===== config.mk =====
export PLATFORM = sky130hd
export DESIGN_NAME = gpp_port
export DESIGN_NICKNAME = d
export VERILOG_FILES = /design/src/pkg/gpp_pkg.sv /design/src/core/gpp_bit.sv /design/src/core/gpp_port.sv
export SDC_FILE = /design/constraint.sdc
export NUM_CORES = 1
export LEC_CHECK = 0
export BUFFER_PORTS_ARGS = -buffer_cell sky130_fd_sc_hd__buf_2
export CORE_MARGIN = 4
export CORE_UTILIZATION = 52
export DETAILED_ROUTE_END_ITERATION = 6
export PLACE_DENSITY = 0.82
export SLEW_MARGIN = 30
export SYNTH_ARGS = -nofsm -noshare
export SYNTH_HDL_FRONTEND = slang
export SYNTH_HIERARCHICAL = 1
export SYNTH_SLANG_ARGS = --single-unit

===== constraint.sdc =====
create_clock -name clk_i -period 5.6 [get_ports clk_i]
set_input_delay 0 -clock clk_i [delete_from_list [all_inputs] [get_ports clk_i]]
set_output_delay 0 -clock clk_i [all_outputs]
set_load 0.01 [all_outputs]

===== src/pkg/gpp_pkg.sv =====
// Purpose: constants for the general purpose port bit logic
// Assumes: eight bits per port, configuration held per bit in three control registers
// Notes:   register offsets are byte addresses on the APB slave
package gpp_pkg;
    // register byte offsets
    localparam logic [7:0] ADDR_DATA        = 8'h00;
    localparam logic [7:0] ADDR_CFG_ZERO    = 8'h04;
    localparam logic [7:0] ADDR_CFG_ONE     = 8'h08;
    localparam logic [7:0] ADDR_CFG_LEVEL   = 8'h0C;
    localparam logic [7:0] ADDR_AF_ENABLE   = 8'h10;
    localparam logic [7:0] ADDR_STATUS      = 8'h14;
    // reset values
    localparam logic [7:0] RST_DATA         = 8'hFF;
    localparam logic [7:0] RST_CFG          = 8'h00;
    localparam logic [7:0] RST_AF_ENABLE    = 8'h00;
    // status field positions
    localparam int         STAT_WAIT_POS    = 0;
    localparam int         STAT_HALT_POS    = 1;
    // decoded bit modes
    typedef enum logic [1:0] {
        MODE_BID,
        MODE_OUT,
        MODE_IN,
        MODE_AF
    } gpp_mode_type;
endpackage


===== src/core/gpp_bit.sv =====
// Purpose: one port bit: mode decode, input latch, slave latch and pin driver
// Assumes: start and end strobes are one-cycle pulses from the core
// Notes:   pin output enable is high while the bit drives the pin
module gpp_bit
    import gpp_pkg::*;
(
    // clock and reset
    input  wire logic clk_i,
    input  wire logic rst_b_i,
    // configuration
    input  wire logic cfg_zero_i,
    input  wire logic cfg_one_i,
    input  wire logic level_i,
    input  wire logic pullup_ok_i,
    input  wire logic adc_bit_i,
    // timing strobes
    input  wire logic start_i,
    input  wire logic end_i,
    input  wire logic wr_i,
    input  wire logic wr_data_i,
    // pin and peripherals
    input  wire logic pin_sync_i,
    input  wire logic alt_output_mode_i,
    input  wire logic af_present_i,
    // results
    output logic      master_o,
    output logic      in_latch_o,
    output logic      pin_o,
    output logic      pin_oe_o,
    output logic      weak_pu_o
);
    logic         master;
    logic         slave;
    logic         in_latch;
    gpp_mode_type mode;
    logic         next_pin;
    logic         next_oe;
    logic         next_pu;

    // decode of the two mode control bits
    always_comb begin
        unique case ({cfg_one_i, cfg_zero_i})
            2'b00: mode = MODE_BID;
            2'b01: mode = MODE_IN;
            2'b10: mode = MODE_OUT;
            2'b11: mode = MODE_AF;
        endcase
    end

    // master latch loads on any write to the data register
    always_ff @(posedge clk_i or negedge rst_b_i) begin
        if (!rst_b_i) begin
            master <= 1'b1;
        end else if (wr_i) begin
            master <= wr_data_i;
        end
    end

    // slave latch copies master at instruction end, in every mode
    always_ff @(posedge clk_i or negedge rst_b_i) begin
        if (!rst_b_i) begin
            slave <= 1'b1;
        end else if (end_i) begin
            slave <= master;
        end
    end

    // input latch: pin at start, or master at end in output mode
    always_ff @(posedge clk_i or negedge rst_b_i) begin
        if (!rst_b_i) begin
            in_latch <= 1'b1;
        end else if (mode == MODE_OUT && end_i) begin
            in_latch <= master;
        end else if (mode != MODE_OUT && start_i) begin
            in_latch <= pin_sync_i;
        end
    end

    // pin driver per mode and output type
    always_comb begin
        next_pin = 1'b0;
        next_oe  = 1'b0;
        next_pu  = 1'b0;
        unique case (mode)
            MODE_IN: begin
                next_oe = 1'b0;
            end
            MODE_OUT: begin
                next_pin = slave;
                next_oe  = level_i ? !slave : 1'b1;
            end
            MODE_BID: begin
                next_pin = slave;
                next_oe  = !slave;
                next_pu  = !level_i && pullup_ok_i && slave;
            end
            MODE_AF: begin
                if (level_i && adc_bit_i) begin
                    next_pin = 1'b1;
                    next_oe  = 1'b0;
                end else if (!af_present_i) begin
                    next_pin = 1'b1;
                    next_oe  = !level_i;
                end else begin
                    next_pin = alt_output_mode_i;
                    next_oe  = level_i ? !alt_output_mode_i : 1'b1;
                end
            end
        endcase
    end

    // registered pin outputs
    always_ff @(posedge clk_i or negedge rst_b_i) begin
        if (!rst_b_i) begin
            pin_o     <= 1'b0;
            pin_oe_o  <= 1'b0;
            weak_pu_o <= 1'b0;
        end else begin
            pin_o     <= next_pin;
            pin_oe_o  <= next_oe;
            weak_pu_o <= next_pu;
        end
    end

    assign master_o   = master;
    assign in_latch_o = in_latch;
endmodule


===== src/core/gpp_port.sv =====
// Purpose: eight-bit general purpose port with APB register access
// Assumes: core gives instruction start and end strobes on the same clock
// Notes:   the pin level seen by peripherals is the synchronised pad level
//
// Design decisions made here: register access over APB and the placing of the registers.
module gpp_port
    import gpp_pkg::*;
#(
    parameter int WIDTH    = 8,
    parameter int AF_COUNT = 2
)
(
    // clock and reset
    input  wire logic                clk_i,
    input  wire logic                rst_b_i,
    // apb slave
    input  wire logic                psel_i,
    input  wire logic                penable_i,
    input  wire logic                pwrite_i,
    input  wire logic [7:0]          paddr_i,
    input  wire logic [31:0]         pwdata_i,
    output logic      [31:0]         prdata_o,
    output logic                     pready_o,
    output logic                     pslverr_o,
    // core timing and power state
    input  wire logic                instr_start_i,
    input  wire logic                instr_end_i,
    input  wire logic                wait_state_i,
    input  wire logic                halt_state_i,
    // hardware options per bit
    input  wire logic [WIDTH-1:0]    pullup_ok_i,
    input  wire logic [WIDTH-1:0]    adc_bit_i,
    // peripheral alternate outputs, one word per peripheral
    input  wire logic [AF_COUNT*WIDTH-1:0] alt_output_mode_i,
    // pins
    input  wire logic [WIDTH-1:0]    pin_i,
    output logic      [WIDTH-1:0]    pin_o,
    output logic      [WIDTH-1:0]    pin_oe_o,
    output logic      [WIDTH-1:0]    weak_pu_o,
    // alternate inputs to peripherals
    output logic      [WIDTH-1:0]    alt_input_mode_o
);
    initial begin
        // reset constants are eight bits wide and every register is one bus word
        if (WIDTH < 1 || WIDTH > 8 || AF_COUNT < 1 || AF_COUNT * WIDTH > 32) begin
            $error("gpp_port: unsupported WIDTH or AF_COUNT");
        end
    end

    logic             rst_meta;
    logic             rst_sync;
    logic [WIDTH-1:0] pin_meta;
    logic [WIDTH-1:0] pin_sync;
    logic [WIDTH-1:0] cfg_zero;
    logic [WIDTH-1:0] cfg_one;
    logic [WIDTH-1:0] cfg_level;
    logic [AF_COUNT*WIDTH-1:0] af_enable;
    logic [WIDTH-1:0] master;
    logic [WIDTH-1:0] in_latch;
    logic [WIDTH-1:0] af_and;
    logic [WIDTH-1:0] af_present;
    logic             wr_data;
    logic [31:0]      next_rdata;
    logic             access;
    logic             mapped;

    // reset release through two flops
    always_ff @(posedge clk_i or negedge rst_b_i) begin
        if (!rst_b_i) begin
            rst_meta <= 1'b0;
            rst_sync <= 1'b0;
        end else begin
            rst_meta <= 1'b1;
            rst_sync <= rst_meta;
        end
    end

    // pin synchroniser
    always_ff @(posedge clk_i or negedge rst_sync) begin
        if (!rst_sync) begin
            pin_meta <= '0;
            pin_sync <= '0;
        end else begin
            pin_meta <= pin_i;
            pin_sync <= pin_meta;
        end
    end

    // address decode helper
    function automatic logic is_addr(input logic [7:0] a, input logic [7:0] b);
        return a == b;
    endfunction

    assign access  = psel_i && penable_i;
    assign wr_data = access && pwrite_i && is_addr(paddr_i, ADDR_DATA);
    assign mapped  = is_addr(paddr_i, ADDR_DATA) || is_addr(paddr_i, ADDR_CFG_ZERO)
                  || is_addr(paddr_i, ADDR_CFG_ONE) || is_addr(paddr_i, ADDR_CFG_LEVEL)
                  || is_addr(paddr_i, ADDR_AF_ENABLE) || is_addr(paddr_i, ADDR_STATUS);

    // configuration registers; all zero gives bidirectional weak pull-up
    always_ff @(posedge clk_i or negedge rst_sync) begin
        if (!rst_sync) begin
            cfg_zero  <= RST_CFG[WIDTH-1:0];
            cfg_one   <= RST_CFG[WIDTH-1:0];
            cfg_level <= RST_CFG[WIDTH-1:0];
        end else if (access && pwrite_i) begin
            if (is_addr(paddr_i, ADDR_CFG_ZERO)) begin
                cfg_zero <= pwdata_i[WIDTH-1:0];
            end
            if (is_addr(paddr_i, ADDR_CFG_ONE)) begin
                cfg_one <= pwdata_i[WIDTH-1:0];
            end
            if (is_addr(paddr_i, ADDR_CFG_LEVEL)) begin
                cfg_level <= pwdata_i[WIDTH-1:0];
            end
        end
    end

    // alternate output enables, one word per peripheral
    always_ff @(posedge clk_i or negedge rst_sync) begin
        if (!rst_sync) begin
            af_enable <= '0;
        end else if (access && pwrite_i && is_addr(paddr_i, ADDR_AF_ENABLE)) begin
            af_enable <= pwdata_i[AF_COUNT*WIDTH-1:0];
        end
    end

    // and of the enabled alternate outputs; disabled ones read as one
    always_comb begin
        af_and     = '1;
        af_present = '0;
        for (int k = 0; k < AF_COUNT; k++) begin
            af_and     = af_and & (alt_output_mode_i[k*WIDTH +: WIDTH]
                       | ~af_enable[k*WIDTH +: WIDTH]);
            af_present = af_present | af_enable[k*WIDTH +: WIDTH];
        end
    end

    // per-bit latches and driver; slave and input latches only move on strobes, so wait
    // and halt, which stop the strobes, leave every latch-driven pin as it was
    genvar g;
    generate
        for (g = 0; g < WIDTH; g++) begin : g_bit
            gpp_bit u_bit (
                .clk_i        (clk_i),
                .rst_b_i      (rst_sync),
                .cfg_zero_i   (cfg_zero[g]),
                .cfg_one_i    (cfg_one[g]),
                .level_i      (cfg_level[g]),
                .pullup_ok_i  (pullup_ok_i[g]),
                .adc_bit_i    (adc_bit_i[g]),
                .start_i      (instr_start_i),
                .end_i        (instr_end_i),
                .wr_i         (wr_data),
                .wr_data_i    (pwdata_i[g]),
                .pin_sync_i   (pin_sync[g]),
                .alt_output_mode_i     (af_and[g]),
                .af_present_i (af_present[g]),
                .master_o     (master[g]),
                .in_latch_o   (in_latch[g]),
                .pin_o        (pin_o[g]),
                .pin_oe_o     (pin_oe_o[g]),
                .weak_pu_o    (weak_pu_o[g])
            );
        end
    endgenerate

    // alternate inputs see the pad, including the port's own drive
    always_ff @(posedge clk_i or negedge rst_sync) begin
        if (!rst_sync) begin
            alt_input_mode_o <= '0;
        end else begin
            alt_input_mode_o <= pin_sync;
        end
    end

    // read mux
    always_comb begin
        next_rdata = 32'h0000_0000;
        if (is_addr(paddr_i, ADDR_DATA)) begin
            next_rdata[WIDTH-1:0] = in_latch;
        end else if (is_addr(paddr_i, ADDR_CFG_ZERO)) begin
            next_rdata[WIDTH-1:0] = cfg_zero;
        end else if (is_addr(paddr_i, ADDR_CFG_ONE)) begin
            next_rdata[WIDTH-1:0] = cfg_one;
        end else if (is_addr(paddr_i, ADDR_CFG_LEVEL)) begin
            next_rdata[WIDTH-1:0] = cfg_level;
        end else if (is_addr(paddr_i, ADDR_AF_ENABLE)) begin
            next_rdata[AF_COUNT*WIDTH-1:0] = af_enable;
        end else if (is_addr(paddr_i, ADDR_STATUS)) begin
            next_rdata[STAT_WAIT_POS] = wait_state_i;
            next_rdata[STAT_HALT_POS] = halt_state_i;
        end
    end

    // apb answer: ready in the first cycle of the access phase
    always_ff @(posedge clk_i or negedge rst_sync) begin
        if (!rst_sync) begin
            prdata_o  <= 32'h0000_0000;
            pready_o  <= 1'b0;
            pslverr_o <= 1'b0;
        end else begin
            pready_o  <= psel_i && !penable_i;
            pslverr_o <= psel_i && !penable_i && !mapped;
            prdata_o  <= next_rdata;
        end
    end
endmodule


==> metrics.cfg <==
[outcome]
run_status=finished with violations
failed_checks=DRC

[timing]
timing.hold.ws_ns=0.0373
clock.fmax_mhz=399
setup_viol=0
finalWorstPathRequiredPeriod_ns=2.50
normalized_max_slew_margin=0.448
max_slew.worst_pin.slew_ns=0.827
final_cycle_utilization_of_the_critical_path=0.447
tns_ns=0
rsz0062_at_grt=no
hold_viol_final=0
clock_skew_ns=0.00782
final_max_slew_viol_count=0

[global_route]
grt_max_degree=73
initial_antenna_violation_count=0
vias_in_the_first_global_route=4307
global_route_wire_length_before_repair_mm=21.9
gr-usage-all-layers=0.223
global_route.overflow_total=0

[worst_setup_path]
worstPathMaxFanout=8
cp_num_buf_inv=3
longest_individual_stage_delay_on_the_worst_path_ns=0.70
timing.critical_path.mode_cell=sky130_fd_sc_hd__dlygate4sd3_1
data_required_time_at_the_worst_endpoint_ns=6.02
setup.worst_path.start_class=input port
critPathSlowestCell=sky130_fd_sc_hd__dlygate4sd3_1
critical-path-top-delay-family=buffers and inverters
critPathKind=in -> reg
cell_by_cell_listing_of_the_critical_path=dlygate4sd3_1 -> buf_2 -> nor3_4 -> dlygate4sd3_1 -> nand3_2 -> or3_1 -> mux2_4
signal_arrival_time_at_the_worst_endpoint_ns=2.92
critical_path.endpoint_type=flip-flop

[floorplanning]
ioPinCount=155
die_y_extent_um=113
coreArea_mm2=0.0108
die_width_um=113
num_rows=38
initial_util=0.530
die-area_mm2=0.0128

[layout]
drive_above_1_share=0.389
n_fill_cell=736
number_of_antenna_repair_diodes=0
nets=752
layout.cells.most_common=sky130_fd_sc_hd__buf_2
reg.largest.list=af_enable (16), prdata_o (16)
area.growth.synth_to_final_pct=33.8
most-common-layout-cells=sky130_fd_sc_hd__buf_2 (122), sky130_fd_sc_hd__dfrtp_1 (107), sky130_fd_sc_hd__dlygate4sd3_1 (64)

[place]
hpwlAfterDp_mm=8.59
finalWeightedCongestion=0.769
numPortBuffers=122

[drt]
number_of_nets_still_failing_antenna_checks_after_routing=0
drt_first_iter_violations=215
avgViaCountPerCell=5.17
wl_per_cell_um=17.0
drtPass1Iterations=7
drc_errors=2
vias=4221
drt_wirelength_mm=13.8

[power_and_ir_drop]
pwr_density_cell_mw_per_mm2=299
power_leakage_nw=3.66
peakVddDrop_uv=163

[clock_network]
worstSkewPairLatency_ns=0.53
cts.repair.resized=0
post_cts_buffers=0
numCtsBuffers=17
tritoncts_clock_tree=done
cts_num_sinks=132
cts_buffer_depth=2
holdBufCountCts=64
htree_levels=4
clkSlewWorstSetupHoldPaths_ns=0.06
cts_root_buffer=sky130_fd_sc_hd__clkbuf_8

[logic_synthesis]
netlist_instances=467
ys_seq_area_frac=0.580
number_of_synthesized_flops_with_an_enable_pin=0
synthDistinctLibCells=45
synth_area_per_cell_um2=12.3
post_synth_instance_area_mm2=0.00574
synth-async-reset-ratio=1.00
yosys_register_bits=132
synth.yosys.warnings=6
postSynth.topFlopCell=sky130_fd_sc_hd__dfrtp_1

[worst_hold_path]
worst_min_delay_path_class=in -> reg

[job]
total_of_max_cap_violations=0

[layout make-up]
cell class,count,area (um2),area share
multi-input combinational,293,2170,0.283
timing repair buffer,187,1260,0.164
inverter,32,120,0.0156
clock buffer,20,435,0.0567
tap,140,175,0.0228
clock inverter,12,180,0.0235
sequential,132,3340,0.434
[path summary, 6_finish.rpt]
path	slack, ns	cells after the start	endpoint	from
worst max-delay path	3.10	7	cfg_one[0]	paddr_i[5]
worst min-delay path	0.04	6	g_bit[4].u_bit/pin_o	alt_output_mode_i[12]
worst max register to register	3.34	5	prdata_o[0]	cfg_zero[0]
worst min register to register	0.35	0	rst_sync	rst_meta
max in group asynchronous	4.08	1	g_bit[2].u_bit/pin_oe_o	rst_sync
min in group asynchronous	0.31	3	rst_sync	rst_b_i
[cells in the mapped netlist, types with 6 or more instances]
library cell,instances,share of area
sky130_fd_sc_hd__nand2b_1,24,0.026
sky130_fd_sc_hd__dfstp_2,24,0.11
sky130_fd_sc_hd__mux2_2,42,0.082
sky130_fd_sc_hd__a2bb2oi_1,6,0.0092
sky130_fd_sc_hd__and2_1,8,0.0087
sky130_fd_sc_hd__nand3b_1,9,0.012
sky130_fd_sc_hd__nor4b_2,8,0.021
sky130_fd_sc_hd__nand2b_4,8,0.019
sky130_fd_sc_hd__nor2_1,11,0.0072
sky130_fd_sc_hd__inv_1,32,0.021
sky130_fd_sc_hd__nand2_1,25,0.016
sky130_fd_sc_hd__mux2_4,8,0.021
sky130_fd_sc_hd__or2_2,8,0.0087
sky130_fd_sc_hd__nand3_1,19,0.017
sky130_fd_sc_hd__buf_4,17,0.022
sky130_fd_sc_hd__dfrtp_1,108,0.47
sky130_fd_sc_hd__a22oi_1,8,0.010
sky130_fd_sc_hd__a21o_1,11,0.014
sky130_fd_sc_hd__o21ai_0,23,0.020
sky130_fd_sc_hd__o31ai_1,8,0.010
sky130_fd_sc_hd__a21oi_1,23,0.020
[metal layers]
| metal | track usage | up-vias | wire length, um |
|---|---|---|---|
| li1 | - | 1977 | - |
| met2 | 0.359 | 145 | 6850 |
| met4 | 0.0729 | 0 | 220 |
| met5 | 0 | - | 0 |
| met1 | 0.293 | 2073 | 5960 |
| met3 | 0.0636 | 26 | 810 |
[stage by stage]
step | cells | instance area, um2 | util | setup WS, ns | power (mW)
floorplan | 482 | 5800 | - | 1.69 | 1.09
global placement | 720 | 6420 | 0.592 | 3.40 | 1.13
detailed placement | 720 | 6420 | 0.592 | 3.40 | 1.14
CTS | 816 | 7680 | 0.708 | 3.17 | 2.32
global route | 816 | 7680 | 0.709 | 3.02 | 2.38
finish | 816 | 7680 | 0.709 | 3.10 | 2.30
[report_power, final]
group,switching [mW],internal [mW],leakage (nW)
clock,0.410,0.735,0.283
sequential,0.0249,0.985,1.65
combinational,0.0684,0.0763,1.73
[cell families (layout without fill, tap and decap cells)]
| logic type | count (synthesis) | after routing | synth area share |
|---|---|---|---|
| AND/OR/NAND/NOR | 136 | 136 | 0.159 |
| buffers and inverters | 57 | 251 | 0.0516 |
| multiplexers | 55 | 55 | 0.114 |
| AO/OA/AOI/OAI | 85 | 85 | 0.0932 |
| other | 2 | 17 | 0.00131 |
| flip-flops | 132 | 132 | 0.580 |
[worst reg2reg max path, cell delays in order, from the launching register on]
cell	delay [ns]
sky130_fd_sc_hd__dfrtp_1	0.44
sky130_fd_sc_hd__mux4_2	0.46
sky130_fd_sc_hd__nand3_1	0.09
sky130_fd_sc_hd__dlygate4sd3_1	0.54
sky130_fd_sc_hd__o21ai_0	0.07
sky130_fd_sc_hd__dlygate4sd3_1	0.55
Note: power is estimated with default switching activity, not from simulation.
